File: src/shared/pfc_pkg.sv
// Package with register map, field codes and carrier types for pin three and frame trigger
package pfc_pkg;
	localparam logic [7:0] PFC_OFS_PIN3_CTL = 8'h13;
	localparam logic [7:0] PFC_OFS_RSVD_LO = 8'h14;
	localparam logic [7:0] PFC_OFS_RSVD_HI = 8'h17;
	localparam logic [7:0] PFC_OFS_FT_CTL = 8'h18;
	localparam logic [7:0] PFC_OFS_HIGH_1 = 8'h19;
	localparam logic [7:0] PFC_OFS_HIGH_0 = 8'h1A;
	localparam logic [7:0] PFC_OFS_LOW_1 = 8'h1B;
	localparam logic [7:0] PFC_OFS_LOW_0 = 8'h1C;
	localparam logic [7:0] PFC_RST_REG = 8'h00;
	localparam logic [15:0] PFC_RST_COUNT = 16'h0000;
	localparam int PFC_BIT_ONE_SHOT = 3;
	// Source codes
	localparam logic [2:0] PFC_SRC_PORT0 = 3'h0;
	localparam logic [2:0] PFC_SRC_PORT1 = 3'h1;
	localparam logic [2:0] PFC_SRC_STATUS = 3'h4;
	// Select codes for a receive port
	localparam logic [2:0] PFC_SEL_LOCK = 3'h4;
	localparam logic [2:0] PFC_SEL_PASS = 3'h5;
	// Select codes for device status
	localparam logic [2:0] PFC_SEL_LOCAL = 3'h0;
	localparam logic [2:0] PFC_SEL_OR_LOCK = 3'h1;
	localparam logic [2:0] PFC_SEL_AND_LOCK = 3'h2;
	localparam logic [2:0] PFC_SEL_AND_PASS = 3'h3;
	localparam logic [2:0] PFC_SEL_TRIGGER = 3'h4;
	// Frame trigger source modes
	localparam logic [3:0] PFC_MODE_BC0 = 4'h0;
	localparam logic [3:0] PFC_MODE_BC1 = 4'h1;
	localparam logic [3:0] PFC_MODE_REF = 4'h4;
	localparam logic [3:0] PFC_MODE_EXT0 = 4'h8;
	localparam logic [3:0] PFC_MODE_EXT3 = 4'hB;

	typedef struct packed {
		logic [2:0] signal_select;
		logic [2:0] source_select;
		logic local_value;
		logic drive_enable;
	} pfc_pin_ctl_s;

	typedef struct packed {
		logic [3:0] source_mode;
		logic one_shot;
		logic initial_level;
		logic duty_mode;
		logic continuous_enable;
	} pfc_ft_ctl_s;

	typedef struct packed {
		logic [1:0] lock;
		logic [1:0] pass;
		logic [1:0] enabled;
		logic [3:0] remote_pins_0;
		logic [3:0] remote_pins_1;
	} pfc_port_status_s;

	typedef enum logic [1:0] {
		PFC_FT_IDLE,
		PFC_FT_RUN,
		PFC_FT_SHOT_HIGH,
		PFC_FT_SHOT_LOW
	} pfc_ft_state_e;
endpackage

File: src/pfc_pin_trigger.sv
// Pin three output selection and frame trigger source control
//
// Operation
// - 3-bit source: port0, port1, device status
// - Port select: remote pins, lock, pass
// - Status select 000 drives local value
// - Status 001 OR lock, 010/011 AND
// - Status 100 drives frame trigger
// - Drive only when enabled; value bit
// - Modes 0000/0001 use back-channel frame clock
// - One mode uses 25 MHz reference
// - Modes 1000-1011 take external pin 0-3
// - Other mode codes reserved, no trigger
// - Writing one-shot bit makes one pulse when generator idle; ignored during continuous run
// - No new pulse before duration ends
// - One-shot bit self clears, reads zero
// - Continuous generation only while enabled
// - Generation starts at initial level bit
// - Phase lasts programmed count plus one
`timescale 1ns/1ps
module pfc_pin_trigger (
	// Clock and reset
	input wire logic clock,
	input wire logic reset,
	// Register access
	input wire logic [7:0] reg_addr,
	input wire logic reg_write,
	input wire logic [7:0] reg_wdata,
	input wire logic reg_read,
	output logic [7:0] reg_rdata_ff,
	// Receive port state and trigger sources
	input wire pfc_pkg::pfc_port_status_s port_status,
	input wire logic [1:0] bc_frame_tick,
	input wire logic ref_tick,
	input wire logic [3:0] general_pin_in,
	// Pin three and trigger outputs
	output logic general_pin_three_out_ff,
	output logic general_pin_three_oe_ff,
	output logic frame_trigger_ff
);
	import pfc_pkg::*;

	pfc_pin_ctl_s pin_ctl_ff, nxt_pin_ctl;
	pfc_ft_ctl_s ft_ctl_ff, nxt_ft_ctl;
	logic [15:0] high_count_ff, nxt_high_count;
	logic [15:0] low_count_ff, nxt_low_count;
	logic [7:0] nxt_reg_rdata;
	logic shot_req;

	// Register writes and reads
	always_comb begin
		nxt_pin_ctl = pin_ctl_ff;
		nxt_ft_ctl = ft_ctl_ff;
		nxt_ft_ctl.one_shot = 1'b0;
		nxt_high_count = high_count_ff;
		nxt_low_count = low_count_ff;
		nxt_reg_rdata = reg_rdata_ff;
		shot_req = 1'b0;
		if (reg_write) begin
			if (reg_addr == PFC_OFS_PIN3_CTL) begin
				nxt_pin_ctl = pfc_pin_ctl_s'(reg_wdata);
			end else if (reg_addr == PFC_OFS_FT_CTL) begin
				nxt_ft_ctl = pfc_ft_ctl_s'(reg_wdata);
				nxt_ft_ctl.one_shot = 1'b0;
				shot_req = reg_wdata[PFC_BIT_ONE_SHOT];
			end else if (reg_addr == PFC_OFS_HIGH_1) begin
				nxt_high_count[15:8] = reg_wdata;
			end else if (reg_addr == PFC_OFS_HIGH_0) begin
				nxt_high_count[7:0] = reg_wdata;
			end else if (reg_addr == PFC_OFS_LOW_1) begin
				nxt_low_count[15:8] = reg_wdata;
			end else if (reg_addr == PFC_OFS_LOW_0) begin
				nxt_low_count[7:0] = reg_wdata;
			end
		end
		if (reg_read) begin
			if (reg_addr == PFC_OFS_PIN3_CTL) begin
				nxt_reg_rdata = pin_ctl_ff;
			end else if (reg_addr == PFC_OFS_FT_CTL) begin
				nxt_reg_rdata = ft_ctl_ff;
			end else if (reg_addr == PFC_OFS_HIGH_1) begin
				nxt_reg_rdata = high_count_ff[15:8];
			end else if (reg_addr == PFC_OFS_HIGH_0) begin
				nxt_reg_rdata = high_count_ff[7:0];
			end else if (reg_addr == PFC_OFS_LOW_1) begin
				nxt_reg_rdata = low_count_ff[15:8];
			end else if (reg_addr == PFC_OFS_LOW_0) begin
				nxt_reg_rdata = low_count_ff[7:0];
			end else begin
				nxt_reg_rdata = PFC_RST_REG;
			end
		end
	end

	always_ff @(posedge clock or posedge reset) begin
		if (reset) begin
			pin_ctl_ff <= pfc_pin_ctl_s'(PFC_RST_REG);
			ft_ctl_ff <= pfc_ft_ctl_s'(PFC_RST_REG);
			high_count_ff <= PFC_RST_COUNT;
			low_count_ff <= PFC_RST_COUNT;
			reg_rdata_ff <= PFC_RST_REG;
		end else begin
			pin_ctl_ff <= nxt_pin_ctl;
			ft_ctl_ff <= nxt_ft_ctl;
			high_count_ff <= nxt_high_count;
			low_count_ff <= nxt_low_count;
			reg_rdata_ff <= nxt_reg_rdata;
		end
	end

	// Frame trigger generator
	pfc_ft_state_e state_ff, nxt_state;
	logic [15:0] cnt_ff, nxt_cnt;
	logic level_ff, nxt_level;
	logic nxt_trigger;
	logic gen_tick;
	logic [15:0] limit;
	logic ext_mode;

	always_comb begin
		gen_tick = 1'b0;
		ext_mode = 1'b0;
		if (ft_ctl_ff.source_mode == PFC_MODE_BC0) begin
			gen_tick = bc_frame_tick[0];
		end else if (ft_ctl_ff.source_mode == PFC_MODE_BC1) begin
			gen_tick = bc_frame_tick[1];
		end else if (ft_ctl_ff.source_mode == PFC_MODE_REF) begin
			gen_tick = ref_tick;
		end else if (ft_ctl_ff.source_mode >= PFC_MODE_EXT0
				&& ft_ctl_ff.source_mode <= PFC_MODE_EXT3) begin
			ext_mode = 1'b1;
		end
		limit = level_ff ? high_count_ff : low_count_ff;
		nxt_state = state_ff;
		nxt_cnt = cnt_ff;
		nxt_level = level_ff;
		case (state_ff)
			PFC_FT_IDLE: begin
				nxt_level = ft_ctl_ff.initial_level;
				nxt_cnt = PFC_RST_COUNT;
				if (shot_req) begin
					nxt_state = PFC_FT_SHOT_HIGH;
					nxt_level = 1'b1;
				end else if (ft_ctl_ff.continuous_enable) begin
					nxt_state = PFC_FT_RUN;
					nxt_level = ft_ctl_ff.initial_level;
				end
			end
			PFC_FT_RUN: begin
				if (!ft_ctl_ff.continuous_enable) begin
					nxt_state = PFC_FT_IDLE;
				end else if (gen_tick) begin
					if (cnt_ff == limit) begin
						nxt_cnt = PFC_RST_COUNT;
						nxt_level = !level_ff;
					end else begin
						nxt_cnt = cnt_ff + 16'h0001;
					end
				end
			end
			PFC_FT_SHOT_HIGH: begin
				if (gen_tick) begin
					if (cnt_ff == limit) begin
						nxt_cnt = PFC_RST_COUNT;
						nxt_level = 1'b0;
						nxt_state = PFC_FT_SHOT_LOW;
					end else begin
						nxt_cnt = cnt_ff + 16'h0001;
					end
				end
			end
			PFC_FT_SHOT_LOW: begin
				if (gen_tick) begin
					if (cnt_ff == limit) begin
						nxt_cnt = PFC_RST_COUNT;
						nxt_state = PFC_FT_IDLE;
					end else begin
						nxt_cnt = cnt_ff + 16'h0001;
					end
				end
			end
			default: begin
				nxt_state = PFC_FT_IDLE;
			end
		endcase
		if (ext_mode) begin
			nxt_trigger = general_pin_in[ft_ctl_ff.source_mode[1:0]];
		end else if (ft_ctl_ff.source_mode == PFC_MODE_BC0
				|| ft_ctl_ff.source_mode == PFC_MODE_BC1
				|| ft_ctl_ff.source_mode == PFC_MODE_REF) begin
			nxt_trigger = level_ff;
		end else begin
			nxt_trigger = 1'b0;
		end
	end

	always_ff @(posedge clock or posedge reset) begin
		if (reset) begin
			state_ff <= PFC_FT_IDLE;
			cnt_ff <= PFC_RST_COUNT;
			level_ff <= 1'b0;
			frame_trigger_ff <= 1'b0;
		end else begin
			state_ff <= nxt_state;
			cnt_ff <= nxt_cnt;
			level_ff <= nxt_level;
			frame_trigger_ff <= nxt_trigger;
		end
	end

	// Pin three output mux
	logic nxt_pin_out;
	logic [1:0] en_lock;
	logic [1:0] en_pass;
	logic [3:0] remote;
	logic port_idx;

	always_comb begin
		en_lock = port_status.lock & port_status.enabled;
		en_pass = port_status.pass | ~port_status.enabled;
		port_idx = (pin_ctl_ff.source_select == PFC_SRC_PORT1);
		remote = port_idx ? port_status.remote_pins_1 : port_status.remote_pins_0;
		nxt_pin_out = 1'b0;
		if (pin_ctl_ff.source_select == PFC_SRC_PORT0
				|| pin_ctl_ff.source_select == PFC_SRC_PORT1) begin
			if (pin_ctl_ff.signal_select[2] == 1'b0) begin
				nxt_pin_out = remote[pin_ctl_ff.signal_select[1:0]];
			end else if (pin_ctl_ff.signal_select == PFC_SEL_LOCK) begin
				nxt_pin_out = port_status.lock[port_idx];
			end else if (pin_ctl_ff.signal_select == PFC_SEL_PASS) begin
				nxt_pin_out = port_status.pass[port_idx];
			end
		end else if (pin_ctl_ff.source_select == PFC_SRC_STATUS) begin
			if (pin_ctl_ff.signal_select == PFC_SEL_LOCAL) begin
				nxt_pin_out = pin_ctl_ff.local_value;
			end else if (pin_ctl_ff.signal_select == PFC_SEL_OR_LOCK) begin
				nxt_pin_out = |en_lock;
			end else if (pin_ctl_ff.signal_select == PFC_SEL_AND_LOCK) begin
				nxt_pin_out = (en_lock == port_status.enabled)
					&& (|port_status.enabled);
			end else if (pin_ctl_ff.signal_select == PFC_SEL_AND_PASS) begin
				nxt_pin_out = (&en_pass) && (|port_status.enabled);
			end else if (pin_ctl_ff.signal_select == PFC_SEL_TRIGGER) begin
				nxt_pin_out = frame_trigger_ff;
			end
		end
	end

	always_ff @(posedge clock or posedge reset) begin
		if (reset) begin
			general_pin_three_out_ff <= 1'b0;
			general_pin_three_oe_ff <= 1'b0;
		end else begin
			general_pin_three_out_ff <= nxt_pin_out;
			general_pin_three_oe_ff <= pin_ctl_ff.drive_enable;
		end
	end
endmodule

File: config.mk
export PLATFORM = sky130hd
export DESIGN_NAME = pfc_pin_trigger
export DESIGN_NICKNAME = d
export VERILOG_FILES = /design/src/shared/pfc_pkg.sv /design/src/pfc_pin_trigger.sv
export SDC_FILE = /design/constraint.sdc
export NUM_CORES = 1
export LEC_CHECK = 0
export ABC_AREA = 1
export BUFFER_PORTS_ARGS = -buffer_cell sky130_fd_sc_hd__buf_2
export CORE_MARGIN = 8
export CORE_UTILIZATION = 55
export CTS_CLUSTER_SIZE = 25
export DETAILED_ROUTE_END_ITERATION = 12
export PLACE_DENSITY = 0.86
export SLEW_MARGIN = 20
export SYNTH_ARGS = -nofsm -noshare
export SYNTH_HDL_FRONTEND = slang
export SYNTH_SLANG_ARGS = --single-unit
File: constraint.sdc
create_clock -name clock -period 2.93 [get_ports clock]
set_input_delay 0.586 -clock clock [delete_from_list [all_inputs] [get_ports clock]]
set_output_delay 0.586 -clock clock [all_outputs]
set_load 0.01 [all_outputs]
---- Word level (Yosys, flattened, before mapping) ----
Cells that the tools add are included.
storage, ports and cells
  bits in registers ....................... 78
  output and inout bits ................... 11
  bits of input ports ..................... 41
cells by class
  reductions and logical operators ........ 24
  bitwise operators ....................... 8
  order comparisons ....................... 5
  add/sub/neg operators ................... 1
  muxes and demuxes ....................... 60
  equal/unequal tests ..................... 29
operator list
  kind                                                                   count
  16-bit 2-to-1 mux                                                      4
  8-bit by 5-bit == test with 1-bit output (second input constant)       6
  8-bit 2-to-1 mux                                                       6
  16-bit case mux with 3 select lines                                    1
  1-bit 2-to-1 mux                                                       34
  6-bit AND reduction                                                    3
  16-bit by 1-bit adder with 16-bit output (second input constant)       1
  16-bit == test                                                         1
  2-bit inequality test (second input constant)                          8
  2-bit 2-to-1 mux                                                       7
  4-bit 2-to-1 mux                                                       3
  3-bit == test (second input constant)                                  3
  2-bit case mux with 4 select lines                                     1
  7-bit AND reduction                                                    1
  3-bit by 1-bit == test with 1-bit output (second input constant)       2
  3-bit by 2-bit == test with 1-bit output (second input constant)       2
  3-bit zero test                                                        2
  2-bit by 3-bit < comparator with 1-bit output (second input constant)  2
  2-bit OR reduction                                                     3
  1-bit inverter                                                         5
  5-bit AND reduction                                                    1
  1-bit binary-select mux with 2-bit select                              2
  2-bit == test (second input constant)                                  2
  4-bit by 1-bit == test with 1-bit output (second input constant)       1
  21 further kinds                                                       26

---- Depth between registers and ports, before layout ----
Gate-level depths: netlist of run 1.
  word-level depth ........................ 10
  gate-level depth with buffers ........... 14

---- Worst setup path after synthesis of run 1 ----
No wires, ideal clock.
  path kind ............................... input port to flip-flop
  start point ............................. in reg_addr[4]
  end point ............................... reg state_ff[0]
  setup slack ............................. 1.180 ns
  stages on the path ...................... 13
  path buffers ............................ 0
  data required time ...................... 2.813 ns
  library setup time ...................... 0.117 ns
  data arrival time ....................... 1.633 ns
  cells stage by stage .................... inv_1 > nor2_1 > nand2_2 > clkinv_1 > nand2_1 > inv_2 > nand3_1 > nand2_1 > nor2_1 > a21oi_1 > nand2_1 > nand2_1 > nand2_1
between the ends
  longest elaborated chain between the ends .. 6
  elaborated cells between the ends (all ways) .. 9
  those cells by class .................... eq/ne (3); mux (5); reduce/logical (1)
ends and longest elaborated chain
  item                                                                                        RTL line                text
  start, declared                                                                             pfc_pin_trigger.sv:26   input wire logic [7:0] reg_addr,
  8-bit by 5-bit == test with 1-bit output                                                    pfc_pin_trigger.sv:62   end else if (reg_addr == PFC_OFS_FT_CTL) begin
  1-bit 2-to-1 mux                                                                            pfc_pin_trigger.sv:62
  1-bit 2-to-1 mux *                                                                          pfc_pin_trigger.sv:60   if (reg_addr == PFC_OFS_PIN3_CTL) begin
  1-bit 2-to-1 mux *                                                                          pfc_pin_trigger.sv:59   if (reg_write) begin
  3-bit inequality test (no source line) or 2-bit 2-to-1 mux (tied branches)                  -
  6-bit AND reduction (no source line) or 2-bit case mux with 4 select lines (tied branches)  -
  end signal, assigned                                                                        pfc_pin_trigger.sv:204  state_ff <= nxt_state;
  end, declared                                                                               pfc_pin_trigger.sv:112  pfc_ft_state_e state_ff, nxt_state;
Mark *: on every way between the ends. The rest lies on a longest branch, timed or not.
A chain may end at the register's enable or synchronous reset.

---- Worst setup path in the final report of run 1 ----
  start point ............................. reg state_ff[0]
  end point ............................... reg cnt_ff[0]
between the ends
  longest elaborated chain between the ends .. 3
  elaborated cells between the ends (all ways) .. 7
  those cells by class .................... eq/ne (4); mux (1); reduce/logical (2)
ends and longest elaborated chain
  item                                 RTL line                text
  2-bit == test                        pfc_pin_trigger.sv:137  case (state_ff)
  2-bit OR reduction (no source line)  -
  16-bit case mux with 3 select lines  pfc_pin_trigger.sv:137
  end signal, assigned                 pfc_pin_trigger.sv:205  cnt_ff <= nxt_cnt;
  end, declared                        pfc_pin_trigger.sv:113  logic [15:0] cnt_ff, nxt_cnt;
Parallel ways exist; a longest one is shown, timed or not.

==> impl_metrics.ini, run 1 <==
[outcome]
status = completed

[floorplanning]
core-area_um2 = 8260
die_w_um = 108
dieArea_um2 = 11700
boundaryPins = 52
row_count = 33
start_util_pct = 56.8
die_height_um = 108

[sta]
fin_crit_sh_pct = 73.2
finalHoldViolCount = 0
slew_violations = 0
fin_tns_setup_ns = 0
fmax_ghz = 0.466
rsz0062_at_grt = false
relSlewSlack_pct = 50.9
finalCriticalPeriod_ns = 2.14
setup_viol = 0
max_slew.worst_pin.slew_ns = 0.731
skew_ns = 0.00593

[clock_tree]
clk_pin_slew_worst_paths_ns = 0.09
cts_sinks = 77
ctsResizeCount = 0
cts_tree = done
root_buffer = clkbuf_8
clockBufferDepth = 2
h-tree-depth = 3
cts_hold_buf = 0
post_cts_buffers = 0
cts_made_buffers = 9
clk_latency_ns = 0.36

[pwr]
vdd_drop_max_mv = 0.259
p_sw_share_pct = 37.7
p_int_uw = 1780
comb_power_share_pct = 27.6
power_density_nw_per_um2 = 549
clockPowerShare_pct = 30.7
pwr-share-seq_pct = 41.8
power_leakage_uw = 0.00262
p_switching_uw = 1080

[synth]
synth_edf_count = 0
netlist.area_leader.share_pct = 41.1
synth_compound_area_share_pct = 13.9
synth_area_um2 = 4690
synthSimpleGateAreaFrac_pct = 32.4
postSynthAreaPerCell_um2 = 7.03
synthAdderAreaFrac_pct = 1.60
async_flop_share_pct = 100
synth_ff_type = dfrtp_1
synth-seq-cells = 77
syn_nets = 714
synth_area_leader_cell = dfrtp_1
yosysWarnings = 0
ys_seq_area_share_pct = 41.1
synth_mux_area_share_pct = 0
synth_top_family_by_area = simple AND/OR/NAND/NOR gates
synthCells = 667
synth_xor_area_share_pct = 1.68
synth.top_cells.by_count = nand2_1, inv_1, dfrtp_1
synth_cell_types = 37
yosys-top-cells-area = dfrtp_1, nand2_1, o21ai_0, inv_1, nand3_1
post-synth-top-count-cell = nand2_1

[worst_setup_path]
cp_max_fo = 17
start_kind = flip-flop
crit_arrival_ns = 2.43
crit_required_ns = 3.21
path_class = reg -> reg
cp-end-kind = flip-flop

[route]
wl_met1_um = 5240
dr.pass1.iters = 5
num_vias = 4727
wire_per_inst_um = 15.6
wl_met3_um = 863
vias_per_cell = 5.71
wl_um = 12900
first_iter_violations = 355
highest_layer = met4
wl_met2_um = 6470
drc_errors = 0
drtAntennaViolNets = 0

[global_routing]
grt_max_degree = 33
antenna_found_initial = 0
grt_pass1_vias = 4599
grt.total_usage_pct = 23.1
grt.overflow.total = 0
grt_pass1_wl_um = 21800

[cells_and_area]
antenna_cells = 0
drive_gt1_share_pct = 14.0
syn2layout_area_growth_pct = 11.2
final_nets = 765
fin_util_pct = 63.2

[placement]
port-buffer-count = 51
dpl.hpwl_um = 9820
gp_congestion = 0.874

[flow_run]
cap_violations = 0

[worst_hold_path]
min_path_type = in -> async
-- sequential cells by signal (all words and copies together) (netlist names) --
register	count
cnt_ff	16
high_count_ff	16
low_count_ff	16
pin_ctl_ff	8
reg_rdata_ff	8
ft_ctl_ff	7
state_ff	2
frame_trigger_ff	1
general_pin_three_oe_ff	1
general_pin_three_out_ff	1
level_ff	1
-- per-layer routing --
layer  global-route usage [%]  vias to the layer above
li1                         -                     2262
met2                     39.3                      210
met5                        0                        -
met3                     3.99                       37
met4                     10.9                        0
met1                     27.9                     2218
-- power by group through the flow --
stage / clock (µW) / sequential [µW] / combinational (µW)
detailed placement: 0 / 1220 / 773
finish: 879 / 1200 / 789
floorplan: 0 / 1190 / 611
CTS: 879 / 1200 / 778
global route: 925 / 1210 / 894
global placement: 0 / 1210 / 743
-- kinds of logic (layout without fill, tap and decap cells) --
group,count (synthesis),count (layout)
AND/OR/NAND/NOR,349,349
buffers and inverters,102,158
flip-flops,77,77
XOR/XNOR,9,9
adder cells (fa/ha/maj),6,6
AO/OA/AOI/OAI,124,124
-- path summary, 6_finish.rpt --
check / from / to / slack (ns) / depth (start not counted)
setup / recovery: state_ff[0] / cnt_ff[0] / 0.79 / 8
hold / removal: reset / cnt_ff[1] / 0.33 / 2
setup reg to reg: state_ff[0] / cnt_ff[0] / 0.79 / 8
hold reg to reg: pin_ctl_ff[0] / general_pin_three_oe_ff / 0.41 / 0
max in group asynchronous: reset / low_count_ff[8] / 1.82 / 3
min in group clock: pin_ctl_ff[0] / general_pin_three_oe_ff / 0.41 / 0
-- area by class of cell --
cell class	instances	area, µm²
fill	755	3040
clock inverter	7	87.6
sequential	77	1930
multi-input combinational	488	2330
inverter	85	319
tap	105	131
clock buffer	9	124
timing repair buffer	57	300
-- worst max-delay path, cell delays in order (launching register included) --
cell and delay [ns]:
dfrtp_1 0.44, inv_1 0.10, ha_1 0.19, clkinv_1 0.07
buf_4 0.21, a21oi_2 0.59, buf_4 0.25, nand4_1 0.09
o21ai_1 0.11
-- cells in the final DEF, fill, tap and decap left out, types with 5 or more instances in the layout --
cell type  netlist  layout
nand2_1        217     217
inv_1           79      78
dfrtp_1         77      77
o21ai_0         68      67
buf_2            5      51
nand3_1         42      42
nor2_1          40      40
o21ai_1         21      22
a21oi_1         20      20
nand4_1         15      15
nand2_2          9       9
xor2_1           9       9
clkbuf_8         0       9
nor3_1           7       7
o22ai_1          6       6
ha_1             6       6
buf_4            0       6
inv_2            4       5
-- per-stage QoR --
stage	total power (µW)	setup slack (ns)	cells	area, µm²	hold WS, ns
floorplan	1810	0.377	667	4690	0.369
global placement	1960	0.826	812	5000	0.390
detailed placement	1990	0.740	812	5000	0.387
CTS	2850	0.721	828	5220	0.332
global route	3020	0.520	828	5220	0.371
finish	2870	0.786	828	5220	0.326
(Power assumes the default switching activity.)
==> run 2, diff against run 1 <==
--- a/config.mk
+++ b/config.mk
@@ -8,7 +8,7 @@
 export ABC_AREA = 1
 export BUFFER_PORTS_ARGS = -buffer_cell sky130_fd_sc_hd__buf_2
 export CORE_MARGIN = 8
-export CORE_UTILIZATION = 55
+export CORE_UTILIZATION = 53
 export CTS_CLUSTER_SIZE = 25
 export DETAILED_ROUTE_END_ITERATION = 12
 export PLACE_DENSITY = 0.86
==> constraint.sdc (replaced) <==
create_clock -name clock -period 1.9 [get_ports clock]
set_input_delay 0.38 -clock clock [delete_from_list [all_inputs] [get_ports clock]]
set_output_delay 0.38 -clock clock [all_outputs]
set_load 0.01 [all_outputs]
==> run 2 against run 1 <==
Compared with the run above:
- wire length is 0.80% lower
- combinational power up 72%
- fmax increased by 15%
- largest power group unchanged
- utilization shrank 1.5 points
- clock skew is 0.0097 ns higher
- sequential share of layout area is 0.73 points lower
- sequential cell count unchanged
- via count down 0.42%
- largest cell class unchanged
- sequential power grew 54%
- global-route usage decreased by 1.0 points
==> impl_metrics.ini, run 2 (same netlist as run 1, synthesis figures left out) <==
[sta]
max_slew.worst_pin.slew_ns = 0.451
fin_crit_sh_pct = 98.0
slew_violations = 0
finalCriticalPeriod_ns = 1.86
rsz0062_at_grt = true
fin_ws_ns = 0.0381
fmax_ghz = 0.537
skew_ns = 0.0156
relSlewSlack_pct = 69.8
setup_viol = 0
finalHoldViolCount = 0

[cells_and_area]
register_area_um2 = 1930
drive_gt1_share_pct = 15.8
multiInputGateArea_um2 = 2380
antenna_cells = 0
fin_util_pct = 61.6
final_nets = 771
layout_commonest_cell = nand2_1
n_fill_cell = 731
layout_common_cells = nand2_1, inv_1, dfrtp_1, o21ai_0, buf_2
syn2layout_area_growth_pct = 13.6
reg.largest.list = cnt_ff: 16 flops, high_count_ff: 16 flops, low_count_ff: 16 flops

[floorplanning]
die_w_um = 110
dieArea_um2 = 12100
boundaryPins = 52
row_count = 34
start_util_pct = 54.3
core-area_um2 = 8640
die_height_um = 110

[global_routing]
grt_max_degree = 59
grt_pass1_vias = 4520
grt.total_usage_pct = 22.1
grt_pass1_wl_um = 21100
antenna_found_initial = 0
grt.overflow.total = 0

[worst_setup_path]
cp_max_fo = 13
setup.worst_path.start = level_ff
cp-end-kind = flip-flop
r2r_cells = 12
path_class = reg -> reg
crit-reg2reg-launch = level_ff
reg2reg_to = cnt_ff[5]
crit_arrival_ns = 2.12
rrSetupSlack_ns = 0.04
crit_required_ns = 2.16
start_kind = flip-flop

[route]
wire_per_inst_um = 15.3
dr.pass1.iters = 5
first_iter_violations = 367
vias_per_cell = 5.62
num_vias = 4707
drtAntennaViolNets = 0
wl_um = 12800
drc_errors = 0

[clock_tree]
clk_latency_ns = 0.37
clockBufferDepth = 2
cts_sinks = 77
post_cts_buffers = 0
root_buffer = clkbuf_8
h-tree-depth = 3
ctsResizeCount = 0
cts_tree = done
cts_hold_buf = 0
cts_made_buffers = 9
clk_pin_slew_worst_paths_ns = 0.08

[pwr]
vdd_drop_max_mv = 0.388
power_leakage_uw = 0.00266
power_density_nw_per_um2 = 815

[placement]
dpl.hpwl_um = 9790
gp_congestion = 0.934
port-buffer-count = 51
dp_worst_setup_slack_ns = 0.0452

[worst_hold_path]
min_path_type = in -> async

[outcome]
status = completed

[flow_run]
cap_violations = 0
-- run 2: power by group --
part / internal (µW) / leakage [µW] / switching (µW) / total [µW]
Sequential: 1740 / 0.00106 / 112 / 1850
Combinational: 462 / 0.00151 / 903 / 1360
Clock: 478 / 0.0000898 / 650 / 1130
-- run 2: final cells by class --
class / count / area share [%]
tap: 108 / 2.54
sequential: 77 / 36.2
clock inverter: 7 / 0.917
multi-input combinational: 488 / 44.6
timing repair buffer: 63 / 7.22
inverter: 85 / 6.16
clock buffer: 9 / 2.33
-- run 2: worst max path at each step --
stage | depth (start not counted) | to | slack [ns]
final | 12 | cnt_ff[5] | 0.04
after global routing | 12 | cnt_ff[5] | -0.05
after CTS | 11 | cnt_ff[5] | 0.05
after detailed placement | 9 | high_count_ff[1] | 0.05
after global placement | 9 | high_count_ff[5] | 0.14
after floorplan | 6 | cnt_ff[2] | 0.31
-- run 2: worst max-delay path, cell delays in order (launching register included) --
cell,delay [ns]
dfrtp_2,0.47
buf_6,0.16
nand2_1,0.10
nand2_1,0.07
nand2_1,0.06
nand2_1,0.08
nor2_2,0.15
nand2_2,0.08
nor2_4,0.17
nand2_4,0.15
nand3_2,0.09
nand2_1,0.04
and2_1,0.13
-- run 2: routing by layer --
layer,part of all wire [%],track usage (%),up-vias
met1,41,27.6,2202
li1,-,-,2266
met3,7.9,4.88,33
met2,49,36.5,206
met4,2.1,8.87,0
met5,0,0,-
-- run 2: through the flow --
step	TNS, ns	instance area (µm²)	hold slack [ns]	total power (µW)	std cells
2_1_floorplan	0	4690	0.369	2780	667
3_3_place_gp	0	5090	0.394	3060	820
3_5_place_dp	0	5090	0.413	3110	820
4_1_cts	0	5260	0.0214	4210	836
5_1_grt	-0.119	5320	0.0355	4580	837
6_report	0	5320	0.0141	4340	837
